--- src/spcs_params.svh ---
`ifndef SPCS_PARAMS_SVH
`define SPCS_PARAMS_SVH

// ==========================================
// reset values of bus line levels
`define SPCS_CS_RESET_LEVEL 1'b0
`define SPCS_CLK_RESET_LEVEL 1'b0
// shift register width
`define SPCS_WORD_BITS 8
// slave shift counter width
`define SPCS_CNT_BITS 4

`endif

--- src/spcs_pkg.sv ---
`include "spcs_params.svh"

package spcs_pkg;
    // ==========================================
    // master bring-up phase of the polarity latch
    typedef enum logic [1:0] {
        SPCS_POL_RESET,
        SPCS_POL_FORCED,
        SPCS_POL_APPLIED
    } spcs_pol_t;
endpackage : spcs_pkg

--- src/spcs_core.sv ---
`timescale 1ns/1ps
`include "spcs_params.svh"

// Contract
// - master applies polarity on first channel enable
// - changed cs polarity gives rising cs edge
// - slave loads shifter on cs transition
// - load without data flags underflow when channel enabled; interrupt when irq enabled
// - no underflow while slave cs input level unchanged
// - force pulse under single applies polarity
module spcs_core
    import spcs_pkg::*;
(
    input wire logic clk,
    input wire logic reset,
    input wire logic clk_en,
    input wire logic master_mode,
    input wire logic single_mode,
    input wire logic force_cs,
    input wire logic cs_inactive_high,
    input wire logic clk_idle_high,
    input wire logic chan_enable,
    input wire logic tx_valid,
    input wire logic [`SPCS_WORD_BITS-1:0] tx_data,
    input wire logic underflow_clear,
    input wire logic underflow_irq_en,
    input wire logic cs_in,
    input wire logic sclk_in,
    input wire logic mosi_in,
    output logic tx_taken,
    output logic cs_out,
    output logic cs_oe,
    output logic sclk_out,
    output logic sclk_oe,
    output logic miso_out,
    output logic miso_oe,
    output logic underflow_flag,
    output logic underflow_irq,
    output logic [`SPCS_WORD_BITS-1:0] rx_data
);

    // ==========================================
    // state
    typedef struct packed {
        spcs_pol_t pol;                          // master polarity phase
        logic cs_pol;                            // applied cs idle level
        logic clk_pol;                           // applied clock idle level
        logic [2:0] cs_sync;                     // cs pin sync plus history
        logic [2:0] sclk_sync;                   // sclk pin sync plus history
        logic [1:0] mosi_sync;                   // mosi pin sync
        logic [`SPCS_WORD_BITS-1:0] shift;       // slave shifter
        logic [`SPCS_CNT_BITS-1:0] cnt;          // bits shifted
        logic [`SPCS_WORD_BITS-1:0] rx;          // received word
        logic uflow;                             // sticky underflow
    } spcs_state_t;

    spcs_state_t st_reg;  // registered state
    spcs_state_t st_next; // next state
    logic cs_edge;        // slave cs transition seen
    logic sclk_rise;      // slave sampling edge
    logic load_ok;        // slave load succeeds

    // count value of the final bit of a word
    localparam logic [`SPCS_CNT_BITS-1:0] spcs_last_bit = (`SPCS_CNT_BITS)'(`SPCS_WORD_BITS - 1);

    // ==========================================
    // shifter value after one sampled bit, msb first
    function automatic logic [`SPCS_WORD_BITS-1:0] spcs_shift_in(
        input logic [`SPCS_WORD_BITS-1:0] word,
        input logic bit_in
    );
        return {word[`SPCS_WORD_BITS-2:0], bit_in};
    endfunction : spcs_shift_in

    // ==========================================
    // next state
    always_comb
    begin
        st_next = st_reg;
        st_next.cs_sync = {st_reg.cs_sync[1:0], cs_in};
        st_next.sclk_sync = {st_reg.sclk_sync[1:0], sclk_in};
        st_next.mosi_sync = {st_reg.mosi_sync[0], mosi_in};
        // edges use synchronised stages only
        cs_edge = ~master_mode && (st_reg.cs_sync[2] != st_reg.cs_sync[1]);
        sclk_rise = ~master_mode && ~st_reg.sclk_sync[2] && st_reg.sclk_sync[1];
        load_ok = cs_edge && tx_valid;
        // pulse only on a running cycle, so a frozen edge is not taken twice
        tx_taken = load_ok && clk_en;
        // master polarity latch
        case (st_reg.pol)
            SPCS_POL_RESET:
            begin
                if (master_mode && chan_enable)
                begin
                    st_next.pol = SPCS_POL_APPLIED;
                end
                else if (master_mode && single_mode && force_cs)
                begin
                    // force set under single mode arms early apply
                    st_next.pol = SPCS_POL_FORCED;
                end
            end
            SPCS_POL_FORCED:
            begin
                if (chan_enable || !force_cs)
                begin
                    st_next.pol = SPCS_POL_APPLIED;
                end
            end
            default:
            begin
                st_next.pol = SPCS_POL_APPLIED;
            end
        endcase
        if (st_next.pol == SPCS_POL_APPLIED)
        begin
            // polarity tracks config once applied; rising cs edge if changed
            st_next.cs_pol = cs_inactive_high;
            st_next.clk_pol = clk_idle_high;
        end
        // slave: cs transition loads shifter
        if (cs_edge)
        begin
            st_next.cnt = '0;
            if (tx_valid)
            begin
                st_next.shift = tx_data;
            end
        end
        else if (sclk_rise)
        begin
            st_next.shift = spcs_shift_in(st_reg.shift, st_reg.mosi_sync[1]);
            st_next.cnt = st_reg.cnt + 1'b1;
            // last bit of the word completes the received value
            if (st_reg.cnt == spcs_last_bit)
            begin
                st_next.rx = spcs_shift_in(st_reg.shift, st_reg.mosi_sync[1]);
            end
        end
        // sticky underflow; set beats clear
        if (underflow_clear)
        begin
            st_next.uflow = 1'b0;
        end
        if (cs_edge && !tx_valid && chan_enable)
        begin
            st_next.uflow = 1'b1;
        end
    end

    // ==========================================
    // registers
    always_ff @(posedge clk or posedge reset)
    begin
        if (reset)
        begin
            st_reg <= '{pol: SPCS_POL_RESET, cs_pol: `SPCS_CS_RESET_LEVEL,
                        clk_pol: `SPCS_CLK_RESET_LEVEL, default: '0};
        end
        else if (clk_en)
        begin
            st_reg <= st_next;
        end
    end

    // ==========================================
    // outputs
    assign cs_out = st_reg.cs_pol;              // idle cs level
    assign cs_oe = master_mode;
    assign sclk_out = st_reg.clk_pol;           // idle clock level
    assign sclk_oe = master_mode;
    assign miso_out = st_reg.shift[`SPCS_WORD_BITS-1];
    assign miso_oe = ~master_mode;
    assign underflow_flag = st_reg.uflow;
    assign underflow_irq = st_reg.uflow & underflow_irq_en;
    assign rx_data = st_reg.rx;

    // ==========================================
    // checks
    a_pol_held_reset: assert property (@(posedge clk) disable iff (reset)
        (st_reg.pol == SPCS_POL_RESET) |-> (cs_out == `SPCS_CS_RESET_LEVEL))
        else $error("cs left reset level before enable");
    a_pol_rising_cs: assert property (@(posedge clk) disable iff (reset)
        (clk_en && st_reg.pol == SPCS_POL_RESET && master_mode && chan_enable && cs_inactive_high)
        |=> cs_out)
        else $error("no cs rise on first enable");
    a_load_on_edge: assert property (@(posedge clk) disable iff (reset)
        (clk_en && cs_edge && tx_valid) |=> (st_reg.shift == $past(tx_data)))
        else $error("shifter not loaded on cs edge");
    a_uflow_set: assert property (@(posedge clk) disable iff (reset)
        (clk_en && cs_edge && !tx_valid && chan_enable) |=> underflow_flag)
        else $error("underflow not flagged");
    a_uflow_cause: assert property (@(posedge clk) disable iff (reset)
        $rose(underflow_flag) |-> $past(cs_edge && !tx_valid))
        else $error("underflow without cause");
    a_force_apply: assert property (@(posedge clk) disable iff (reset)
        (clk_en && st_reg.pol == SPCS_POL_FORCED && !force_cs) |=> (st_reg.pol == SPCS_POL_APPLIED))
        else $error("force pulse did not apply polarity");
    a_uflow_sticky: assert property (@(posedge clk) disable iff (reset)
        (underflow_flag && !underflow_clear) |=> underflow_flag)
        else $error("underflow dropped without clear");
    a_irq_gate: assert property (@(posedge clk) disable iff (reset)
        underflow_irq |-> (underflow_flag && underflow_irq_en))
        else $error("interrupt not gated");
    a_clk_held_reset: assert property (@(posedge clk) disable iff (reset)
        (st_reg.pol == SPCS_POL_RESET) |-> (sclk_out == `SPCS_CLK_RESET_LEVEL))
        else $error("clock left reset level before enable");
    a_uflow_clear: assert property (@(posedge clk) disable iff (reset)
        (clk_en && underflow_clear && !(cs_edge && !tx_valid && chan_enable))
        |=> !underflow_flag)
        else $error("underflow not cleared");
    a_uflow_needs_en: assert property (@(posedge clk) disable iff (reset)
        (clk_en && cs_edge && !chan_enable && !underflow_flag)
        |=> !underflow_flag)
        else $error("underflow with channel disabled");
    // a low enable must hold every bit of state
    a_state_frozen: assert property (@(posedge clk) disable iff (reset)
        !clk_en |=> (st_reg == $past(st_reg)))
        else $error("state moved while frozen");

endmodule : spcs_core

--- config.mk ---
export PLATFORM = sky130hd
export DESIGN_NAME = spcs_core
export DESIGN_NICKNAME = d
export VERILOG_FILES = /design/src/spcs_pkg.sv /design/src/spcs_core.sv
export VERILOG_INCLUDE_DIRS = /design/src
export SDC_FILE = /design/constraint.sdc
export NUM_CORES = 1
export LEC_CHECK = 0
export BUFFER_PORTS_ARGS = -buffer_cell sky130_fd_sc_hd__buf_2
export CORE_ASPECT_RATIO = 0.7
export CORE_MARGIN = 10
export CORE_UTILIZATION = 48
export CTS_BUF_LIST = sky130_fd_sc_hd__clkbuf_16
export CTS_CLUSTER_SIZE = 28
export DETAILED_ROUTE_END_ITERATION = 6
export PLACE_DENSITY = 0.75
export SYNTH_ARGS = -nofsm -noshare
export SYNTH_HDL_FRONTEND = slang
export SYNTH_SLANG_ARGS = --single-unit
--- constraint.sdc ---
create_clock -name clk -period 1.5 [get_ports clk]
set_input_delay 0.075 -clock clk [delete_from_list [all_inputs] [get_ports clk]]
set_output_delay 0.075 -clock clk [all_outputs]
set_load 0.05 [all_outputs]
==> flow_metrics.tcl <==
set metrics [dict create \
    final_common_cell "buf_2" \
    rr_worst_depth 4 \
    n_antenna_cell 0 \
    ys_seq_area_share_pct 48.74 \
    vias_per_cell 5.473 \
    setup_viol 0 \
    reg2reg_from "st_reg[28]" \
    p_leak_nw 1.086 \
    gr-usage-met2_pct 20.02 \
    ys_types 42 \
    power.density_mw_per_mm2 1430 \
    cp-endpoint "st_reg[13]" \
    tightestPinTransition_ns 0.4179 \
    crit_required_ns 1.65 \
    run_status "complete, no violations" \
    use_met1_pct 15.77 \
    grt_max_degree 34 \
    crit_type "reg2reg" \
    drtIter0Drc 95 \
    antenna_found_initial 0 \
    ctsHtreeMaxLevel 2 \
    layout_common_cells "38 x buf_2, 31 x dfrtp_1, 12 x inv_1" \
    dp_hpwl_um 2932 \
    area_growth_pct 26.51 \
    synth-main-ff-cell "dfrtp_1" \
    ant_nets 0 \
    portBuffers 39 \
    ys_ff_latch 33 \
    report.final.slew_viol_count 0 \
    cp_max_fo 12 \
    die_y_um 69.71 \
    hold_violations 0 \
    clkSinkCount 33 \
    wl_um 3954 \
    whs_ns 0.01900 \
    grt_setup_unrepaired "true" \
    min_period_over_period_pct 96.90 \
    first_pass_iters 4 \
    finalSetupTns_ns 0 \
    drc 0 \
    clkLatencyLatePin_ns 0.27 \
    fp-row-count 17 \
    vias 1308 \
    grt_pass1_wl_um 6637 \
    finClkSkew_ns 0.001848 \
    post-route-min-period_ns 1.454 \
    cts_max_path_buffers 2 \
    busiest_layer "met2" \
    multiInputGateArea_sq_um 747.0 \
    critPathCaptureType "register" \
    syn_area_sq_mm 0.001694 \
    use_met3_pct 4.634 \
    track_usage_pct 12.87 \
    cts_tree "done" \
    grt_pass1_vias 1354 \
    drive_above_1_share_pct 36.98 \
    fin_nets 215 \
    gr-total-overflow 0 \
    synth_edf_count 0 \
    relSlewSlack_pct 72.14 \
    avgSynthCellArea_sq_um 11.37 \
    syn-num-nets 173 \
    finalWeightedCongestion 0.8001 \
    wire_per_inst_um 16.54 \
    max_freq_mhz 688.0 \
    max-cap-violations 0 \
    critical_path_arrival_ns 1.61 \
    vdd_drop_max_mv 0.7847 \
    largest_reg_flops 16 \
    rrSetupSlack_ns 0.05 \
    regArea_sq_um 828.3 \
    cts_buffers 5 \
    die_w_um 91.01 \
    holdCritPathClass "in2reg" \
    path_clk_slew_ns 0.05 \
    crit_start "st_reg[28]" \
    ys_warn_count 0 \
    die_area_sq_mm 0.006344 \
    async_flop_share_pct 100.0 \
    nFillCells 278 \
    cts_root_buffer "clkbuf_16" \
    io_pins 40 \
    synthCells 149 \
    rr_endpoint "st_reg[13]" \
    crit_path_start_kind "register" \
    core_area_sq_mm 0.003276 \
    start_util_pct 51.72 \
]
==> final cells by class <==
| cell class | instances | share of cell area (%) |
|---|---|---|
| flip-flops and latches | 33 | 38.65 |
| multi-input cells | 89 | 34.85 |
| repair buffers | 51 | 14.24 |
| clock buffers | 5 | 5.838 |
| well taps | 47 | 2.744 |
| inverters | 11 | 1.926 |
| clock inverters | 3 | 1.751 |
==> through the flow <==
step / setup slack [ns] / utilization [%] / instance area, sq um / instances / power (mW)
detailed placement: -0.02431 / 58.56 / 1918 / 229 / 1.904
finish: 0.04649 / 65.43 / 2143 / 239 / 3.066
global route: -0.01164 / 65.43 / 2143 / 239 / 3.227
global placement: 0.05844 / 58.56 / 1918 / 229 / 1.871
CTS: 0.01395 / 64.51 / 2113 / 239 / 3.057
floorplan: 0.04928 / - / 1697 / 149 / 1.684
==> synthesized netlist by cell type (3+ instances only) <==
cell type | n | area [sq um]
buf_1 | 3 | 11.26
nor2b_1 | 6 | 37.54
dfrtp_1 | 33 | 825.8
o32a_1 | 8 | 80.08
o21ai_0 | 3 | 15.01
a31oi_1 | 10 | 62.56
buf_4 | 10 | 75.07
mux2_1 | 11 | 123.9
nand2_1 | 8 | 30.03
inv_1 | 11 | 41.29
and3_1 | 8 | 50.05
mux2_2 | 5 | 56.30
==> per-layer routing <==
layer  vias to the layer above  wire, um
li1                        625         -
met1                       634      1804
met2                        45      1892
met3                         4       209
met4                         0        47
met5                         -         0
==> critical path, stage by stage (launching register included) <==
cell     delay [ns]
dfrtp_2        0.45
xnor2_4        0.19
buf_4          0.19
and3_1         0.19
o32a_1         0.32
==> what timing repair did <==
action / CTS / global route
buffers inserted: 1 / 0
gates resized for setup: 3 / 8
pin swaps: 1 / 1
hold buffers: 1 / 0
setup endpoints to repair: 9 / 17
hold endpoints to repair: 33 / 0
==> how the worst min path moves through the flow <==
stage / from / endpoint / slack [ns] / depth (start not counted)
5_1_grt: cs_in / st_next[27] / 0.01 / 2
6_report: cs_in / st_next[27] / 0.02 / 2
3_5_place_dp: reset / rx_data[0] / 0.18 / 3
3_3_place_gp: reset / st_reg[14] / 0.17 / 3
2_1_floorplan: reset / cs_out / 0.20 / 1
4_1_cts: cs_in / st_next[27] / 0.02 / 2
==> report_power, final <==
part	internal, mW	switching, mW
combinational	0.356	0.413
sequential	1.06	0.128
clock	0.770	0.337
total	2.19	0.878
==> cells by family after synthesis <==
group                      Yosys count  synth area share [%]
buffers and inverters               27                 8.789
adders and majority gates            1                0.7384
xor gates and xnor gates             2                 1.477
and+or+nand+nor                     36                 13.89
AOI/OAI and AO/OA                   32                 14.33
muxes                               18                 12.04
DFF                                 33                 48.74
Note: power is estimated with default switching activity, not from simulation.
